## config.mk

```make
export PLATFORM = sky130hd
export DESIGN_NAME = tps_link_supervisor
export DESIGN_NICKNAME = d
export VERILOG_FILES = /design/src/core/tps_pkg.sv /design/src/core/tps_link_supervisor.sv
export VERILOG_INCLUDE_DIRS = /design/src /design/src/core
export SDC_FILE = /design/constraint.sdc
export NUM_CORES = 1
export LEC_CHECK = 0
export ABC_AREA = 1
export ABC_CLOCK_PERIOD_IN_PS = 3500
export BUFFER_PORTS_ARGS = -buffer_cell sky130_fd_sc_hd__buf_2
export CAP_MARGIN = 20
export CELL_PAD_IN_SITES_DETAIL_PLACEMENT = 2
export CELL_PAD_IN_SITES_GLOBAL_PLACEMENT = 2
export CORE_MARGIN = 2
export CORE_UTILIZATION = 37
export CTS_CLUSTER_SIZE = 14
export DETAILED_ROUTE_END_ITERATION = 8
export GPL_TIMING_DRIVEN = 0
export HOLD_SLACK_MARGIN = 0.02
export PLACE_DENSITY_LB_ADDON = 0.1
export SETUP_SLACK_MARGIN = 0.05
export SKIP_CTS_REPAIR_TIMING = 1
export SLEW_MARGIN = 40
export SYNTH_ARGS = -nofsm -noshare
export SYNTH_HDL_FRONTEND = slang
export SYNTH_SLANG_ARGS = --single-unit
```

## constraint.sdc

```tcl
create_clock -name pclk -period 3.5 [get_ports pclk]
set_input_delay 0.175 -clock pclk [delete_from_list [all_inputs] [get_ports pclk]]
set_output_delay 0.175 -clock pclk [all_outputs]
set_load 0.02 [all_outputs]
```

## src/core/tps_cfg.svh

```systemverilog
// constants of the twisted pair link supervisor: offsets, fields, resets, timing
// assumes a 100 MHz pclk; times are kept in their own unit and turned into cycles
`ifndef TPS_CFG_SVH
`define TPS_CFG_SVH

// clock
`define TPS_CLK_NS          10

// register byte offsets
`define TPS_OFS_CTRL        12'h000
`define TPS_OFS_STATUS      12'h004

// control fields and reset value
`define TPS_CTRL_REDUCED    0
`define TPS_CTRL_LINK_OFF   1
`define TPS_CTRL_RESET      2'h0

// status fields
`define TPS_ST_RX           0
`define TPS_ST_TX           1
`define TPS_ST_COL          2
`define TPS_ST_LINK         3
`define TPS_ST_POL          4
`define TPS_ST_JAB          5

// times as printed
`define TPS_SQ_WIN_NS       150
`define TPS_COL_BITS        7
`define TPS_BIT_NS          100
`define TPS_HB_DLY_NS       1000
`define TPS_HB_CYCLES       10
`define TPS_HB_HALF_NS      50
`define TPS_LP_W_NS         100
`define TPS_LP_PERIOD_MS    16
`define TPS_LINK_LOSS_MS    100
`define TPS_JAB_MS          26
`define TPS_UNJAB_MS        750
`define TPS_PRE_DLY_NS      50

// derived cycle counts (longest times round down, least times round up)
`define TPS_SQ_WIN_CYC      (`TPS_SQ_WIN_NS / `TPS_CLK_NS)
`define TPS_COL_CYC         ((`TPS_COL_BITS * `TPS_BIT_NS + `TPS_CLK_NS - 1) / `TPS_CLK_NS)
`define TPS_HB_DLY_CYC      (`TPS_HB_DLY_NS / `TPS_CLK_NS)
`define TPS_HB_HALF_CYC     (`TPS_HB_HALF_NS / `TPS_CLK_NS)
`define TPS_HB_LEN_CYC      (2 * `TPS_HB_CYCLES * `TPS_HB_HALF_CYC)
`define TPS_LP_W_CYC        (`TPS_LP_W_NS / `TPS_CLK_NS)
`define TPS_LP_PERIOD_CYC   (`TPS_LP_PERIOD_MS * 1000000 / `TPS_CLK_NS)
`define TPS_LINK_LOSS_CYC   (`TPS_LINK_LOSS_MS * 1000000 / `TPS_CLK_NS)
`define TPS_JAB_CYC         (`TPS_JAB_MS * 1000000 / `TPS_CLK_NS)
`define TPS_UNJAB_CYC       (`TPS_UNJAB_MS * 1000000 / `TPS_CLK_NS)
`define TPS_PRE_DLY_CYC     (`TPS_PRE_DLY_NS / `TPS_CLK_NS)

`endif

```

## src/core/tps_pkg.sv

```systemverilog
// types of the twisted pair link supervisor
// assumes tps_cfg.svh supplies all numeric constants
package tps_pkg;

	// squelch qualification sequencer, one-hot
	typedef enum logic [3:0] {
		SQ_IDLE      = 4'h1,
		SQ_WAIT_OPP  = 4'h2,
		SQ_WAIT_ORIG = 4'h4,
		SQ_VALID     = 4'h8
	} tps_sq_state_t;

endpackage : tps_pkg

```

## src/core/tps_link_supervisor.sv

```systemverilog
// twisted pair link supervisor: squelch, collision, heartbeat, link, jabber, pre-emphasis
// assumes analog comparators on the receive pair, a codec on pclk and an APB master
// Function
// - after first threshold crossing, reject unless opposite crossing follows within 150 ns
// - then the original polarity must be crossed again within another 150 ns
// - valid data asserted only after the full sequence; sequencer resets then
// - valid data held until no crossing for more than 150 ns
// - lowered thresholds used for the rest of a packet once valid
// - standard or reduced threshold mode selectable; timing identical in both
// - collision when receive and transmit are active together
// - collision while receiving reported at once
// - collision while transmitting reported after seven bit times
// - collision indication held while the condition lasts
// - about 1 us after transmit ends, ten 10 MHz heartbeat cycles
// - idle transmitter sends a 100 ns link pulse every 16 ms
// - missing link pulses disable transmit, receive and collision detection
// - link good indicator active while the link is good
// - link check disable bypasses link integrity gating
// - transmitter disabled when active for more than 26 ms
// - after a trip, stays disabled while transmit enable is asserted
// - re-enabled after transmit enable low for about 750 ms
// - true/complement data pair plus a copy delayed by 50 ns
// - separate indicators for receive, transmit, collision, link and polarity
//
// The address map and register access over APB were decided locally.
`timescale 1ns/100ps
`include "tps_cfg.svh"

module tps_link_supervisor #(
	parameter logic [20:0] LP_PERIOD_CYC = 21'(`TPS_LP_PERIOD_CYC),
	parameter logic [23:0] LINK_LOSS_CYC = 24'(`TPS_LINK_LOSS_CYC),
	parameter logic [26:0] JAB_CYC       = 27'(`TPS_JAB_CYC),
	parameter logic [26:0] UNJAB_CYC     = 27'(`TPS_UNJAB_CYC)
) (
	input  wire logic        pclk,
	input  wire logic        presetn,
	input  wire logic [11:0] paddr,
	input  wire logic        psel,
	input  wire logic        penable,
	input  wire logic        pwrite,
	input  wire logic [31:0] pwdata,
	input  wire logic [3:0]  pstrb,
	output logic      [31:0] prdata,
	output logic             pready,
	output logic             pslverr,
	input  wire logic        rx_squelch_pos,
	input  wire logic        rx_squelch_neg,
	input  wire logic        link_pulse_rx,
	input  wire logic        codec_tx_enable,
	input  wire logic        codec_tx_data,
	output logic             rx_data_valid,
	output logic             mac_collision,
	output logic             sqe_heartbeat,
	output logic      [1:0]  squelch_level_sel,
	output logic             tx_line_pair_p,
	output logic             tx_line_pair_n,
	output logic             tx_line_pair_delayed_p,
	output logic             tx_line_pair_delayed_n,
	output logic             receive_activity_indicator,
	output logic             transmit_activity_indicator,
	output logic             collision_indicator,
	output logic             link_good_indicator,
	output logic             polarity_indicator
);

	localparam logic [4:0] SQ_WIN  = 5'(`TPS_SQ_WIN_CYC);
	localparam logic [6:0] COL_CYC = 7'(`TPS_COL_CYC);
	localparam logic [7:0] HB_DLY  = 8'(`TPS_HB_DLY_CYC);
	localparam logic [7:0] HB_END  = 8'(`TPS_HB_DLY_CYC + `TPS_HB_LEN_CYC);
	localparam logic [3:0] HB_HALF = 4'(`TPS_HB_HALF_CYC);
	localparam logic [20:0] LP_W   = 21'(`TPS_LP_W_CYC);
	localparam int PRE_N           = `TPS_PRE_DLY_CYC;

	// three-stage input synchronisers, a change counts once stages two and three agree
	logic [2:0] async_in;
	logic [2:0] sync1;
	logic [2:0] sync2;
	logic [2:0] sync3;
	logic [2:0] filt;
	logic [2:0] next_filt;
	assign async_in = {link_pulse_rx, rx_squelch_neg, rx_squelch_pos};

	genvar gi;
	generate
		for (gi = 0; gi < 3; gi++)
		begin : g_sync
			always_comb
			begin
				next_filt[gi] = (sync2[gi] == sync3[gi]) ? sync3[gi] : filt[gi];
			end
			always_ff @(posedge pclk or negedge presetn)
			begin
				if (!presetn)
				begin
					sync1[gi] <= 1'b0;
					sync2[gi] <= 1'b0;
					sync3[gi] <= 1'b0;
					filt[gi]  <= 1'b0;
				end
				else
				begin
					sync1[gi] <= async_in[gi];
					sync2[gi] <= sync1[gi];
					sync3[gi] <= sync2[gi];
					filt[gi]  <= next_filt[gi];
				end
			end
		end
	endgenerate

	logic sq_pos;
	logic sq_neg;
	logic lp_seen;
	assign sq_pos  = filt[0];
	assign sq_neg  = filt[1];
	assign lp_seen = filt[2];

	// apb slave and control register; one wait-free access, pready raised in the access phase
	logic [1:0]  ctrl;
	logic [1:0]  next_ctrl;
	logic [31:0] next_prdata;
	logic        next_pready;
	logic        next_pslverr;
	logic [5:0]  status;
	logic        mapped;
	logic        reduced_squelch_select;
	logic        link_check_disable;
	assign reduced_squelch_select = ctrl[`TPS_CTRL_REDUCED];
	assign link_check_disable     = ctrl[`TPS_CTRL_LINK_OFF];
	assign mapped = (paddr == `TPS_OFS_CTRL) || (paddr == `TPS_OFS_STATUS);

	always_comb
	begin
		next_ctrl    = ctrl;
		next_prdata  = prdata;
		next_pready  = psel && !penable;
		next_pslverr = psel && !penable && !mapped;
		if (psel && !penable && !pwrite)
		begin
			next_prdata = 32'h0;
			if (paddr == `TPS_OFS_CTRL)
				next_prdata[1:0] = ctrl;
			else if (paddr == `TPS_OFS_STATUS)
				next_prdata[5:0] = status;
		end
		// write lands at the edge that samples pready, byte lane 0 only
		if (psel && penable && pready && pwrite && pstrb[0] && paddr == `TPS_OFS_CTRL)
			next_ctrl = pwdata[1:0];
	end

	always_ff @(posedge pclk or negedge presetn)
	begin
		if (!presetn)
		begin
			ctrl    <= `TPS_CTRL_RESET;
			prdata  <= 32'h0;
			pready  <= 1'b0;
			pslverr <= 1'b0;
		end
		else
		begin
			ctrl    <= next_ctrl;
			prdata  <= next_prdata;
			pready  <= next_pready;
			pslverr <= next_pslverr;
		end
	end

	// link integrity; starts failed so traffic waits for the first pulse
	logic [20:0] lp_cnt;
	logic [20:0] next_lp_cnt;
	logic [23:0] loss_cnt;
	logic [23:0] next_loss_cnt;
	logic        link_fail;
	logic        next_link_fail;
	logic        lp_seen_q;
	logic        link_ok;
	logic        lp_on;
	logic        jab;
	assign link_ok = link_check_disable || !link_fail;
	assign lp_on   = (lp_cnt >= LP_PERIOD_CYC - LP_W) && !codec_tx_enable;

	always_comb
	begin
		next_lp_cnt    = codec_tx_enable ? 21'h0 : lp_cnt + 21'h1;
		if (!codec_tx_enable && lp_cnt == LP_PERIOD_CYC - 21'h1)
			next_lp_cnt = 21'h0;
		next_loss_cnt  = loss_cnt;
		next_link_fail = link_fail;
		if ((lp_seen && !lp_seen_q) || rx_data_valid)
		begin
			next_loss_cnt  = 24'h0;
			next_link_fail = 1'b0;
		end
		else if (loss_cnt == LINK_LOSS_CYC - 24'h1)
			next_link_fail = 1'b1;
		else
			next_loss_cnt = loss_cnt + 24'h1;
	end

	always_ff @(posedge pclk or negedge presetn)
	begin
		if (!presetn)
		begin
			lp_cnt    <= 21'h0;
			loss_cnt  <= 24'h0;
			link_fail <= 1'b1;
			lp_seen_q <= 1'b0;
		end
		else
		begin
			lp_cnt    <= next_lp_cnt;
			loss_cnt  <= next_loss_cnt;
			link_fail <= next_link_fail;
			lp_seen_q <= lp_seen;
		end
	end

	// smart squelch sequencer; one timer serves the window and end-of-packet checks
	tps_pkg::tps_sq_state_t sq_state;
	tps_pkg::tps_sq_state_t next_sq_state;
	logic [4:0] sq_tmr;
	logic [4:0] next_sq_tmr;
	logic       first_neg;
	logic       next_first_neg;
	logic       polarity;
	logic       next_polarity;
	logic       opp;
	logic       orig;
	assign opp  = first_neg ? sq_pos : sq_neg;
	assign orig = first_neg ? sq_neg : sq_pos;

	always_comb
	begin
		next_sq_state  = sq_state;
		next_sq_tmr    = sq_tmr + 5'h1;
		next_first_neg = first_neg;
		next_polarity  = polarity;
		unique case (sq_state)
			tps_pkg::SQ_IDLE:
			begin
				next_sq_tmr = 5'h0;
				if (sq_pos || sq_neg)
				begin
					next_first_neg = !sq_pos;
					next_sq_state  = tps_pkg::SQ_WAIT_OPP;
				end
			end
			tps_pkg::SQ_WAIT_OPP:
			begin
				if (opp)
				begin
					next_sq_tmr   = 5'h0;
					next_sq_state = tps_pkg::SQ_WAIT_ORIG;
				end
				else if (sq_tmr == SQ_WIN)
					next_sq_state = tps_pkg::SQ_IDLE;
			end
			tps_pkg::SQ_WAIT_ORIG:
			begin
				if (orig)
				begin
					next_sq_tmr   = 5'h0;
					next_polarity = first_neg;
					next_sq_state = tps_pkg::SQ_VALID;
				end
				else if (sq_tmr == SQ_WIN)
					next_sq_state = tps_pkg::SQ_IDLE;
			end
			tps_pkg::SQ_VALID:
			begin
				if (sq_pos || sq_neg)
					next_sq_tmr = 5'h0;
				else if (sq_tmr == SQ_WIN)
					next_sq_state = tps_pkg::SQ_IDLE;
			end
		endcase
	end

	always_ff @(posedge pclk or negedge presetn)
	begin
		if (!presetn)
		begin
			sq_state  <= tps_pkg::SQ_IDLE;
			sq_tmr    <= 5'h0;
			first_neg <= 1'b0;
			polarity  <= 1'b0;
		end
		else
		begin
			sq_state  <= next_sq_state;
			sq_tmr    <= next_sq_tmr;
			first_neg <= next_first_neg;
			polarity  <= next_polarity;
		end
	end

	// activity, gated by link integrity
	logic rx_act;
	logic tx_act;
	logic col_cond;
	assign rx_act   = (sq_state == tps_pkg::SQ_VALID) && link_ok;
	assign tx_act   = codec_tx_enable && !jab && link_ok;
	assign col_cond = rx_act && tx_act;

	// collision qualifier; noise while transmitting is filtered for seven bits
	logic [6:0] col_cnt;
	logic [6:0] next_col_cnt;
	logic       col_flag;
	logic       next_col_flag;
	logic       tx_lead;
	logic       next_tx_lead;

	always_comb
	begin
		next_col_cnt  = 7'h0;
		next_col_flag = 1'b0;
		next_tx_lead  = tx_act && !rx_act;
		if (col_cond)
		begin
			next_tx_lead  = tx_lead;
			next_col_flag = col_flag || !tx_lead;
			next_col_cnt  = col_cnt;
			if (tx_lead && !col_flag)
			begin
				next_col_cnt  = col_cnt + 7'h1;
				next_col_flag = (col_cnt == COL_CYC - 7'h1);
			end
		end
	end

	always_ff @(posedge pclk or negedge presetn)
	begin
		if (!presetn)
		begin
			col_cnt  <= 7'h0;
			col_flag <= 1'b0;
			tx_lead  <= 1'b0;
		end
		else
		begin
			col_cnt  <= next_col_cnt;
			col_flag <= next_col_flag;
			tx_lead  <= next_tx_lead;
		end
	end

	// heartbeat: delay after transmit end, then ten 10 MHz cycles
	logic [7:0] hb_tmr;
	logic [7:0] next_hb_tmr;
	logic [3:0] hb_ph;
	logic [3:0] next_hb_ph;
	logic       hb_on;
	logic       next_hb_on;
	logic       hb_lvl;
	logic       next_hb_lvl;
	logic       tx_en_q;

	always_comb
	begin
		next_hb_tmr = hb_tmr;
		next_hb_on  = hb_on;
		next_hb_ph  = 4'h0;
		next_hb_lvl = 1'b0;
		if (tx_en_q && !codec_tx_enable)
		begin
			next_hb_tmr = 8'h1;
			next_hb_on  = 1'b1;
		end
		else if (hb_on)
		begin
			next_hb_on  = (hb_tmr != HB_END);
			next_hb_tmr = hb_tmr + 8'h1;
			if (hb_tmr > HB_DLY)
			begin
				// square wave, high for the first half of each period
				next_hb_ph  = (hb_ph == 2 * HB_HALF - 4'h1) ? 4'h0 : hb_ph + 4'h1;
				next_hb_lvl = (hb_ph < HB_HALF);
			end
		end
	end

	always_ff @(posedge pclk or negedge presetn)
	begin
		if (!presetn)
		begin
			hb_tmr  <= 8'h0;
			hb_ph   <= 4'h0;
			hb_on   <= 1'b0;
			hb_lvl  <= 1'b0;
			tx_en_q <= 1'b0;
		end
		else
		begin
			hb_tmr  <= next_hb_tmr;
			hb_ph   <= next_hb_ph;
			hb_on   <= next_hb_on;
			hb_lvl  <= next_hb_lvl;
			tx_en_q <= codec_tx_enable;
		end
	end

	// jabber and unjab; one counter, reused for both phases
	logic [26:0] jab_cnt;
	logic [26:0] next_jab_cnt;
	logic        next_jab;

	always_comb
	begin
		next_jab     = jab;
		next_jab_cnt = jab_cnt + 27'h1;
		if (!jab)
		begin
			if (!codec_tx_enable)
				next_jab_cnt = 27'h0;
			else if (jab_cnt == JAB_CYC)
			begin
				next_jab     = 1'b1;
				next_jab_cnt = 27'h0;
			end
		end
		else if (codec_tx_enable)
			next_jab_cnt = 27'h0;
		else if (jab_cnt == UNJAB_CYC - 27'h1)
		begin
			next_jab     = 1'b0;
			next_jab_cnt = 27'h0;
		end
	end

	always_ff @(posedge pclk or negedge presetn)
	begin
		if (!presetn)
		begin
			jab     <= 1'b0;
			jab_cnt <= 27'h0;
		end
		else
		begin
			jab     <= next_jab;
			jab_cnt <= next_jab_cnt;
		end
	end

	// line drivers and pre-emphasis delay line; idle pair sits at zero differential except during link pulses on the p line
	logic [2*PRE_N-3:0] pre_dly;
	logic               next_txp;
	logic               next_txn;
	always_comb
	begin
		next_txp = tx_act ? codec_tx_data : (lp_on && !jab);
		next_txn = tx_act && !codec_tx_data;
	end

	assign status = {jab, polarity, link_ok, col_flag, tx_act, rx_act};

	// registered outputs toward the codec, line and lamps
	always_ff @(posedge pclk or negedge presetn)
	begin
		if (!presetn)
		begin
			pre_dly                     <= '0;
			tx_line_pair_p              <= 1'b0;
			tx_line_pair_n              <= 1'b0;
			tx_line_pair_delayed_p      <= 1'b0;
			tx_line_pair_delayed_n      <= 1'b0;
			rx_data_valid               <= 1'b0;
			mac_collision               <= 1'b0;
			sqe_heartbeat               <= 1'b0;
			squelch_level_sel           <= 2'h0;
			receive_activity_indicator  <= 1'b0;
			transmit_activity_indicator <= 1'b0;
			collision_indicator         <= 1'b0;
			link_good_indicator         <= 1'b0;
			polarity_indicator          <= 1'b0;
		end
		else
		begin
			pre_dly                     <= {pre_dly[2*PRE_N-5:0], tx_line_pair_p, tx_line_pair_n};
			tx_line_pair_p              <= next_txp;
			tx_line_pair_n              <= next_txn;
			tx_line_pair_delayed_p      <= pre_dly[2*PRE_N-3];
			tx_line_pair_delayed_n      <= pre_dly[2*PRE_N-4];
			rx_data_valid               <= rx_act;
			mac_collision               <= col_flag || hb_lvl;
			sqe_heartbeat               <= hb_lvl;
			// level select: bit1 mode, bit0 lowered in-packet levels
			squelch_level_sel           <= {reduced_squelch_select, sq_state == tps_pkg::SQ_VALID};
			receive_activity_indicator  <= rx_act;
			transmit_activity_indicator <= tx_act;
			collision_indicator         <= col_flag;
			link_good_indicator         <= link_ok;
			polarity_indicator          <= polarity;
		end
	end

	// quiet cycles in valid, counted so the end-of-packet check needs no long repetition
	logic [4:0] eop_quiet;
	logic [4:0] next_eop_quiet;
	always_comb
	begin
		next_eop_quiet = 5'h0;
		if (sq_state == tps_pkg::SQ_VALID && !sq_pos && !sq_neg)
			next_eop_quiet = eop_quiet + 5'h1;
	end

	always_ff @(posedge pclk or negedge presetn)
	begin
		if (!presetn)
			eop_quiet <= 5'h0;
		else
			eop_quiet <= next_eop_quiet;
	end
endmodule : tps_link_supervisor

```

* After elaboration in Yosys (flattened, before gate mapping) *
Index checks and enable logic that the tools add are counted.

storage, ports and cells
  bits in writable memories = 0
  output and inout bits = 48
  memory bits (read-only) = 0
  memories = 0
  flip-flop bits (word level) = 153
  logic and storage cells = 168
  bits of input ports = 58
  bits in latches = 0

operators by class
  $lt $le $gt $ge = 3
  $add $sub $neg = 7
  divide/modulo/power cells = 0
  multiply operators = 0
  bitwise gates (word level) = 0
  shift-type cells = 0
  eq/ne operators = 20
  mux-type cells = 47
  reductions and logical operators = 44

operators by type and width
  operator                                                    number
  two-way mux 27 bit                                          5
  two-way mux 24 bit                                          2
  two-way mux 21 bit                                          2
  two-way mux 4 bit                                           10
  adder 27 x 1 -> 27 bit (second input constant)              1
  equality test 27 x 22 -> 1 bit (second input constant)      1
  equality test 27 bit (second input constant)                1
  adder 24 x 1 -> 24 bit (second input constant)              1
  equality test 24 bit (second input constant)                1
  adder 21 x 1 -> 21 bit (second input constant)              1
  equality test 21 bit (second input constant)                1
  greater-or-equal comparator 21 bit (second input constant)  1
  logical AND 1 bit                                           20
  one-hot mux 5 bit (4 select lines)                          1
  two-way mux 1 bit                                           17
  two-way mux 8 bit                                           2
  one-hot mux 4 bit (4 select lines)                          1
  two-way mux 5 bit                                           3
  two-way mux 7 bit                                           2
  equality test 12 x 3 -> 1 bit (second input constant)       1
  zero test 1 bit                                             12
  zero test 12 bit                                            1
  adder 8 x 1 -> 8 bit (second input constant)                1
  equality test 4 bit (second input constant)                 2
  other kinds (19)                                            31

* Depth between registers and ports, before layout *
Gate-level depths: netlist of run 1.

  depth after elaboration = 5
  gate-level depth with buffers = 12
  gate-level depth less buffers = 11

* Least setup slack after synthesis of run 1 *
Ideal clock, no wire load.

  path type = reg-to-reg
  from = register loss_cnt[0]
  to = register loss_cnt[0]
  data required time = 3383 ps
  arrival time = 1356 ps
  cell stages (with the launch flop) = 9
  buffers on the path = 0
  clock period less this slack = 1473 ps
  setup time = 117 ps
  slack = 2027 ps
  path through = dfrtp_1 > ha_1 > nand2_1 > nor2_2 > nand4_1 > nor2_2 > nand3_2 > nand2_1 > nand2_1

on the way
  cells in the longest elaborated chain, start to end = 3
  elaborated cells on any way between the ends = 5
  those cells by class = 1 x add/sub; 2 x eq/ne; 2 x mux

RTL lines
  what                      RTL line                    RTL
  start: declaration        tps_link_supervisor.sv:172  logic [23:0] loss_cnt;
  start signal: assignment  tps_link_supervisor.sv:213  loss_cnt <= next_loss_cnt;
  adder 24 x 1 -> 24 bit    tps_link_supervisor.sv:198  next_loss_cnt = loss_cnt + 24'h1;
  two-way mux 24 bit        tps_link_supervisor.sv:195  else if (loss_cnt == LINK_LOSS_CYC - 24'h1)
  two-way mux 24 bit        tps_link_supervisor.sv:190  if ((lp_seen && !lp_seen_q) || rx_data_valid)

Parallel ways exist; a longest one is shown, timed or not. The select of a mux whose other input is x is not followed.
A chain may end at the register's enable or synchronous reset.

* Worst setup path in the final report of run 1 *
Same ends and word-level chain as after synthesis.

==> out/qor.csv, run 1 <==
metric,value,unit
full die area,0.0223,sq mm
remaining antenna violation count,0,
Logic pwr share,12.5,%
final setup fails,0,
Post-synth EDFFs,0,
CP max stage cell,dfrtp_1,
wire length of the first global-routing pass,35.8,mm
Post-Synthesis Cells,971,
hold slack final,0.0345,ns
crit-path max FO,6,
CTS tree,yes,
Clock Tree Root,clkbuf_16,
Sw Ratio,29.4,%
status,"complete, no violations",
Max-Cap Viols,0,
vias in the first global route,7210,
TritonCTS Buffers,17,
Slew @ Worst Pin,0.606,ns
clock skew,0.00969,ns
CP bufs+invs,0,
Via density,4.85,
Leak Pwr,4.38,nW
RSZ-0062 raised after global routing,false,
Worst-Skew Late Latency,0.43,ns
Synth top area share,48.3,%
relative slew slack,59.3,%
Post-synth top flop,dfrtp_1,
largest net degree at the start of global routing,43,
worst vdd ir,0.247,mV
Unique masters post-synth,43,
Crit path max-delay family,simple AND/OR/NAND/NOR gates,
internal power,2.99,mW
Clk pwr share,41.3,%
HP Class,in -> reg,
per-cell routed wire length,15.8,um
Final period util,55.7,%
H-tree depth,4,
CP startpoint kind,flip-flop,
clock buffer depth,2,
layout cell share with drive strength beyond 1,15.4,%
post-synthesis register bit count,153,
Die Wd,149,um
hold_sp,pwdata[1],
Core ar.,0.0209,sq mm
most frequent cells in the layout,"nand2_1, nor2_1, dfrtp_1",
clock sink count,153,
"critical path, cell by cell","ha_1, nand2_1, nor2_2, nand4_1, nor2_2, nand3_2, nand2_1, nand2_1",
pwr dens,460,mW/mm^2
crit path from,loss_cnt[0],
register area share after synthesis,49.0,%
Total Wirelength,21.5,mm
total power,4.23,mW
Area Overhead vs Synth,17.5,%
CP Data Arrival Time,2.27,ns
NumNets Final,1143,
"area leader, netlist",dfrtp_1,
"commonest non-fill, non-tap cell in the layout",nand2_1,
initial antenna violation count,0,
WS Path Type,reg -> reg,
post-synthesis cell area,0.00782,sq mm
Final Hold Viols,0,
row count,53,
global placement routability congestion,0.776,
Critical Path End Type,flip-flop,
PortBufs,46,
ys async rst share,100,%
Worst R2R Start,loss_cnt[0],
Initial Utilization,37.5,%
I/O pin count,106,
DRC,0,
Reg power frac,46.2,%
"Warnings, synthesis",0,
DR iter-0 viols,183,
fmax,513,MHz
Clock transition at path regs,0.07,ns
routed via count,6593,
gr usage total,20.4,%
TritonRoute pass-1 iters,4,
critical path's most frequent cell,nand2_1,
Final Critical Period,1.95,ns
Die Height,149,um
Crit path required time,3.82,ns
"top cells by area, synth","dfrtp_1, nand2_1, nor2_1, inv_1, nand3_1",
Pins Over Slew Limit,0,
NetSw,1.24,mW
Avg Synthesized Cell Area,8.06,sq um
GR Overflow Total,0,
Worst path max stage delay,0.45,ns
DPL Wire Length,15.9,mm
[state kept, by name, indices dropped and copies added (netlist names), 4 cells and up]
| register | cells |
|---|---|
| lp_cnt | 21 |
| col_cnt | 7 |
| prdata | 6 |
| pre_dly | 8 |
| loss_cnt | 24 |
| jab_cnt | 27 |
| sq_state | 4 |
| hb_ph | 4 |
| sq_tmr | 5 |
| hb_tmr | 8 |
[cells in the mapped netlist, types with 2 or more instances]
master	number
nor3_1	36
a21oi_1	17
or2_2	3
inv_1	121
nor4_1	3
nor2_1	166
xnor2_1	11
nand4_1	17
clkbuf_1	2
dfrtp_1	151
nor3_2	4
and2_1	3
nand2_2	9
a31oi_1	2
o21bai_1	2
nand3_2	4
nand2_1	217
and3_1	3
nor2_2	22
maj3_1	3
dfstp_2	2
xor2_1	26
buf_4	28
nor2_4	5
inv_2	3
o21ai_1	2
nand3_1	59
o21ai_0	19
o31ai_1	3
ha_1	14
or2_1	2
[routing by layer]
metal | track usage [%] | part of all wire [%] | vias up
met3 | 3.81 | 2.1 | 13
met4 | 4.24 | 0.62 | 0
met1 | 25.5 | 45 | 3337
met5 | 0 | 0 | -
li1 | - | - | 3186
met2 | 36.7 | 52 | 57
[worst paths after layout]
check	endpoint	slack [ns]	cells past startpoint
max reg2reg	loss_cnt[0]	1.55	8
min	ctrl[1]	0.03	3
max	loss_cnt[0]	1.55	8
min in group asynchronous	lp_cnt[14]	0.20	2
min reg2reg	pre_dly[4]	0.35	0
max in group asynchronous	link_fail	2.17	5
[kinds of logic after synthesis]
logic type      after synthesis  share of synthesized area (%)
compound gates               50                           3.60
simple gates                556                           31.5
flops                       153                           49.0
buf+inv                     157                           9.13
fa+ha+maj                    17                           2.62
other cells                   1                         0.0479
xor+xnor                     37                           4.14
[cell type report]
type,instances,area [sq um]
Antenna cell,1,2.50
Buffer,33,249
Clock buffer,18,439
Clock inverter,14,108
Fill cell,2422,11700
Inverter,124,465
Multi-Input combinational cell,686,3380
Sequential cell,153,3830
Tap cell,275,344
Timing Repair Buffer,56,378
[stage by stage]
step | setup WS (ns) | area, sq um | instances | TNS [ns] | util, %
floorplan | 2.03 | 7920 | 996 | 0 | -
global placement | -0.260 | 8490 | 1317 | -36.79 | 40.7
detailed placement | 1.59 | 8570 | 1320 | 0 | 41.0
CTS | 1.58 | 9120 | 1352 | 0 | 43.7
global route | 1.38 | 9190 | 1359 | 0 | 44.0
finish | 1.55 | 9190 | 1360 | 0 | 44.0
[power by group through the flow]
| stage | Combinational, mW | Sequential, mW | Clock [mW] |
|---|---|---|---|
| detailed placement | 0.528 | 1.99 | 0 |
| global route | 0.613 | 1.97 | 1.87 |
| CTS | 0.536 | 1.96 | 1.81 |
| global placement | 0.499 | 1.98 | 0 |
| finish | 0.530 | 1.95 | 1.75 |
| floorplan | 0.344 | 1.97 | 0 |
[worst min-delay path: cells and delay by family]
| kind | cells | cell delay [ns] |
|---|---|---|
| buf+inv | 1 | 0.08 |
| simple gates | 2 | 0.16 |
Note: power is estimated with default switching activity, not from simulation.
==> run 2, diff against run 1 <==
Settings changed: ABC_CLOCK_PERIOD_IN_PS 3500 to 1800, CORE_UTILIZATION 37 to 34.
Clock period 3.5 ns to 1.8 ns, I/O delays scaled along.
==> run 2 against run 1 <==
- clock power up 110%
- largest power group unchanged
- hold slack worse by 0.22 ns
- flip-flop and latch count did not move
- utilization decreased by 2.3 points
- critical path type unchanged
- sequential power is 96% higher
- combinational power increased by 100%
- final area is 2.7% higher
- the run now ends with hold timing left
- sequential share of layout area is 1.1 points lower
- critical endpoint is now jab_cnt[9]
==> out/qor.csv, run 2 (synthesis gave the netlist of run 1 again) <==
metric,value,unit,change
largest registers,"jab_cnt: 27 flops, loss_cnt: 24 flops, lp_cnt: 21 flops",,unchanged
hold slack final,-0.181,ns,was 0.0345 ns
routed via count,6507,,was 6593
NumNets Final,1151,,was 1143
Slew @ Worst Pin,0.579,ns,was 0.606 ns
per-cell routed wire length,15.8,um,about the same
Die Height,156,um,was 149 um
fmax,609,MHz,was 513 MHz
WL met1,10.2,mm,was 9.74 mm
global placement routability congestion,0.767,,was 0.776
initial antenna violation count,0,,unchanged
pwr dens,906,mW/mm^2,was 460 mW/mm^2
PortBufs,46,,unchanged
CP startpoint kind,flip-flop,,unchanged
Final Critical Period,1.64,ns,was 1.95 ns
most frequent cells in the layout,"nand2_1, nor2_1, dfrtp_1",,unchanged
Initial Utilization,34.6,%,was 37.5%
gr usage total,18.9,%,was 20.4%
placed cell count,1329,,was 1320
layout cell share with drive strength beyond 1,17.7,%,was 15.4%
DRC,0,,unchanged
clock buffer depth,2,,unchanged
CTS tree,yes,,unchanged
full die area,0.0242,sq mm,was 0.0223 sq mm
largest net degree at the start of global routing,68,,was 43
Max-Cap Viols,0,,unchanged
wire length of the first global-routing pass,36.4,mm,was 35.8 mm
Clock Tree Root,clkbuf_16,,unchanged
RSZ-0062 raised after global routing,true,,was false
Antenna diodes,0,,was 1
Total Wirelength,21.7,mm,was 21.5 mm
Leak Pwr,4.45,nW,was 4.38 nW
relative slew slack,61.2,%,was 59.3%
TritonRoute pass-1 iters,4,,unchanged
register name with the most flops,jab_cnt,,unchanged
final setup fails,0,,unchanged
DPL Wire Length,16.1,mm,was 15.9 mm
row count,55,,was 53
vias in the first global route,7023,,was 7210
clock skew,0.0136,ns,was 0.00969 ns
crit-path max FO,10,,was 6
DR WL met3,402,um,was 443 um
H-tree depth,4,,unchanged
"commonest non-fill, non-tap cell in the layout",nand2_1,,unchanged
fin cells,1377,,was 1360
worst vdd ir,0.478,mV,was 0.247 mV
Die Wd,156,um,was 149 um
HP Class,in -> reg,,unchanged
Final Cell Area,0.00945,sq mm,was 0.00919 sq mm
I/O pin count,106,,unchanged
Critical Path End Type,flip-flop,,unchanged
Final period util,91.2,%,was 55.7%
WS Path Type,reg -> reg,,unchanged
Via density,4.73,,was 4.85
Core ar.,0.0226,sq mm,was 0.0209 sq mm
total power,8.55,mW,was 4.23 mW
met2 wire len,10.9,mm,was 11.2 mm
failing checks,hold timing,,
GR Overflow Total,0,,unchanged
Final Hold Viols,1,,was 0
remaining antenna violation count,0,,unchanged
Worst-Skew Late Latency,0.44,ns,was 0.43 ns
Clock transition at path regs,0.08,ns,was 0.07 ns
Crit path required time,2.11,ns,was 3.82 ns
max reg flops,27,,unchanged
top layer reached by signal wires,met4,,unchanged
status,"complete, but fails checks",,"was complete, no violations"
DR iter-0 viols,267,,was 183
Pins Over Slew Limit,0,,unchanged
CP Data Arrival Time,1.95,ns,was 2.27 ns
setup TNS,0,ns,unchanged
dpl cell area,0.00857,sq mm,unchanged
Area Overhead vs Synth,20.7,%,was 17.5%
TritonCTS Buffers,17,,unchanged
clock sink count,153,,unchanged
==> run 2: path summary, 6_finish.rpt <==
check / startpoint / to / slack (ns) / depth (start not counted)
max: jab_cnt[0] / jab_cnt[9] / 0.16 / 12
min: codec_tx_enable / tx_en_q / -0.18 / 1
max reg2reg: jab_cnt[0] / jab_cnt[9] / 0.16 / 12
min reg2reg: pre_dly[1] / pre_dly[3] / 0.36 / 0
max in group asynchronous: presetn / link_fail / 1.05 / 3
min in group asynchronous: presetn / hb_tmr[2] / 0.09 / 2
==> run 2: area by class of cell <==
type / count / area [sq um]
inverters: 124 / 465
clock inverters: 15 / 174
well taps: 285 / 357
repair buffers: 64 / 454
multi-input cells: 686 / 3480
fillers: 2584 / 13200
flip-flops and latches: 153 / 3830
plain buffers: 33 / 259
clock buffers: 17 / 425
==> run 2: report_power, final <==
group	total, mW	switching, mW	internal [mW]
sequential	3.82	0.183	3.64
clock	3.66	1.78	1.88
combinational	1.08	0.701	0.378
==> run 2: routing by layer <==
metal / vias up / global-route usage, %
met2: 57 / 32.8
li1: 3200 / -
met5: - / 0
met4: 0 / 3.58
met1: 3237 / 25.0
met3: 13 / 3.25
==> run 2: worst max-delay path, cell delays in order, from the launching register on <==
cell	delay (ns)
dfrtp_1	0.43
inv_2	0.09
ha_1	0.15
nand2_1	0.06
nor2_2	0.11
nand2_1	0.07
nor2_1	0.09
nand2_1	0.08
nand2_2	0.08
nand2_2	0.06
nand2_4	0.10
buf_8	0.14
nor2_1	0.05
==> run 2: stage by stage <==
stage	utilization, %	hold WS [ns]	setup WS (ns)
finish	41.7	-0.181	0.158
CTS	40.5	-0.508	-0.118
global route	41.7	-0.195	0.000621
floorplan	-	-0.206	0.327
detailed placement	37.9	-0.0446	-0.109
global placement	37.6	0.199	-1.92
==> run 3, diff against run 2 <==
Settings changed: BUFFER_PORTS_ARGS -buffer_cell sky130_fd_sc_hd__buf_2 to -buffer_cell sky130_fd_sc_hd__buf_4, CORE_MARGIN 2 to not set, REMOVE_ABC_BUFFERS set to 1.
==> run 3 against run 2 <==
- the flow now finishes without violations
- sequential power about the same
- maximum frequency shrank 0.45%
- hold slack better by 0.23 ns
- utilization about the same
- final area is 0.29% lower
- worst setup slack worse by 0.0074 ns
- critical path type unchanged
- largest power group unchanged
==> out/qor.csv, run 3 (synthesis gave the netlist of run 1 again) <==
metric,value,unit,change
routed via count,6524,,was 6507
fin cells,1353,,was 1377
Worst path max stage delay,0.44,ns,was 0.43 ns
Worst-Skew Late Latency,0.43,ns,was 0.44 ns
relative slew slack,61.9,%,was 61.2%
max reg flops,27,,unchanged
CP startpoint kind,flip-flop,,unchanged
gr usage total,19.3,%,was 18.9%
Core ar.,0.0226,sq mm,about the same
RSZ-0062 raised after global routing,false,,was true
Total Wirelength,22.2,mm,was 21.7 mm
"critical path, cell by cell","ha_4, nand2_2, nor2_4, nand4_1, nor2_4, buf_4, nand4_1, nand2_1",,"was inv_2, ha_1, nand2_1, nor2_2, nand2_1, nor2_1, nand2_1, nand2_2, nand2_2, nand2_4, buf_8, nor2_1"
largest net degree at the start of global routing,72,,was 68
TritonRoute pass-1 iters,4,,unchanged
Final Critical Period,1.65,ns,was 1.64 ns
Clock transition at path regs,0.06,ns,was 0.08 ns
largest registers,"jab_cnt: 27 flops, loss_cnt: 24 flops, lp_cnt: 21 flops",,unchanged
CP Data Arrival Time,2.00,ns,was 1.95 ns
HP Class,in -> reg,,unchanged
Final Hold Viols,0,,was 1
Sw Ratio,29.5,%,was 31.1%
register name with the most flops,jab_cnt,,unchanged
layout cell share with drive strength beyond 1,15.9,%,was 17.7%
TritonCTS Buffers,17,,unchanged
Slew @ Worst Pin,0.568,ns,was 0.579 ns
Critical Path End Type,flip-flop,,unchanged
H-tree depth,4,,unchanged
Reg power frac,45.3,%,was 44.6%
status,"complete, no violations",,"was complete, but fails checks"
Pins Over Slew Limit,0,,unchanged
Crit path required time,2.15,ns,was 2.11 ns
fmax,606,MHz,was 609 MHz
Antenna diodes,0,,unchanged
Clk pwr share,41.8,%,was 42.7%
worst vdd ir,0.517,mV,was 0.478 mV
Initial Utilization,34.7,%,was 34.6%
CTS tree,yes,,unchanged
final setup fails,0,,unchanged
Area Overhead vs Synth,20.4,%,was 20.7%
DRC,0,,unchanged
I/O pin count,106,,unchanged
most frequent cells in the layout,"nand2_1, nor2_1, dfrtp_1",,unchanged
per-cell routed wire length,16.4,um,was 15.8 um
remaining antenna violation count,0,,unchanged
pwr dens,896,mW/mm^2,was 906 mW/mm^2
initial antenna violation count,0,,unchanged
Die Height,154,um,was 156 um
vias in the first global route,7087,,was 7023
DR iter-0 viols,155,,was 267
DPL Wire Length,15.5,mm,was 16.1 mm
clock buffer depth,2,,unchanged
NumNets Final,1127,,was 1151
Max-Cap Viols,0,,unchanged
Leak Pwr,4.33,nW,was 4.45 nW
wire length of the first global-routing pass,36.1,mm,was 36.4 mm
Clock Tree Root,clkbuf_16,,unchanged
Final period util,91.6,%,was 91.2%
PortBufs,46,,unchanged
placed cell count,1296,,was 1329
clock sink count,153,,unchanged
internal power,5.95,mW,was 5.89 mW
Die Wd,154,um,was 156 um
GR Overflow Total,0,,unchanged
full die area,0.0236,sq mm,was 0.0242 sq mm
CP max stage cell,dfrtp_2,,was dfrtp_1
NetSw,2.49,mW,was 2.66 mW
global placement routability congestion,0.768,,was 0.767
clock skew,0.0126,ns,was 0.0136 ns
flop-to-flop setup slack,0.15,ns,was 0.16 ns
Logic pwr share,12.9,%,was 12.6%
Via density,4.82,,was 4.73
row count,55,,unchanged
total power,8.43,mW,was 8.55 mW
WS Path Type,reg -> reg,,unchanged
"commonest non-fill, non-tap cell in the layout",nand2_1,,unchanged
crit-path max FO,6,,was 10
## run 3: worst paths after layout
check / from / end / depth (start not counted)
setup reg to reg: loss_cnt[0] / loss_cnt[1] / 8
hold / removal: paddr[2] / prdata[1] / 4
min in group asynchronous: presetn / loss_cnt[13] / 2
max in group asynchronous: presetn / sq_state[0] / 3
hold reg to reg: pre_dly[0] / pre_dly[2] / 0
setup / recovery: loss_cnt[0] / loss_cnt[1] / 8
## run 3: power by group through the flow
stage	clock network, mW	registers [mW]	logic [mW]
after floorplan	0	3.84	0.604
after detailed placement	0	3.87	0.990
after global placement	0	3.85	0.936
final	3.52	3.82	1.09
after global routing	3.77	3.85	1.24
after CTS	3.65	3.80	1.01
## run 3: per-stage QoR
stage | hold WS, ns | setup TNS, ns | util (%) | instance area, sq um | setup WS, ns
finish | 0.0470 | 0 | 41.7 | 9420 | 0.151
global route | 0.0565 | 0 | 41.7 | 9420 | 0.0395
CTS | -0.439 | -3.66 | 39.9 | 9000 | -0.190
detailed placement | 0.0221 | -2.27 | 37.4 | 8440 | -0.126
global placement | 0.201 | -38.20 | 37.1 | 8370 | -0.254
floorplan | -0.206 | 0 | - | 7670 | 0.201
## run 3: cell type report
cell class,instances,area [sq um]
sequential,153,3830
clock inverter,15,140
multi-input combinational,689,3580
fill,2570,13200
timing repair buffer,70,616
tap,285,357
inverter,124,465
clock buffer,17,425
## run 3: critical path, delay by kind of cell, from the launching register on
kind | cells | cell delay (ns)
and+or+nand+nor | 6 | 0.81
DFF | 1 | 0.44
adders and majority gates | 1 | 0.19
buffers and inverters | 1 | 0.14
## run 3: metal layers
layer | vias up | wire length (um) | global-route usage (%)
met5 | - | 0 | 0
met4 | 0 | 240 | 5.00
met3 | 17 | 392 | 3.04
met2 | 60 | 11500 | 34.6
met1 | 3291 | 10100 | 23.9
li1 | 3156 | - | -
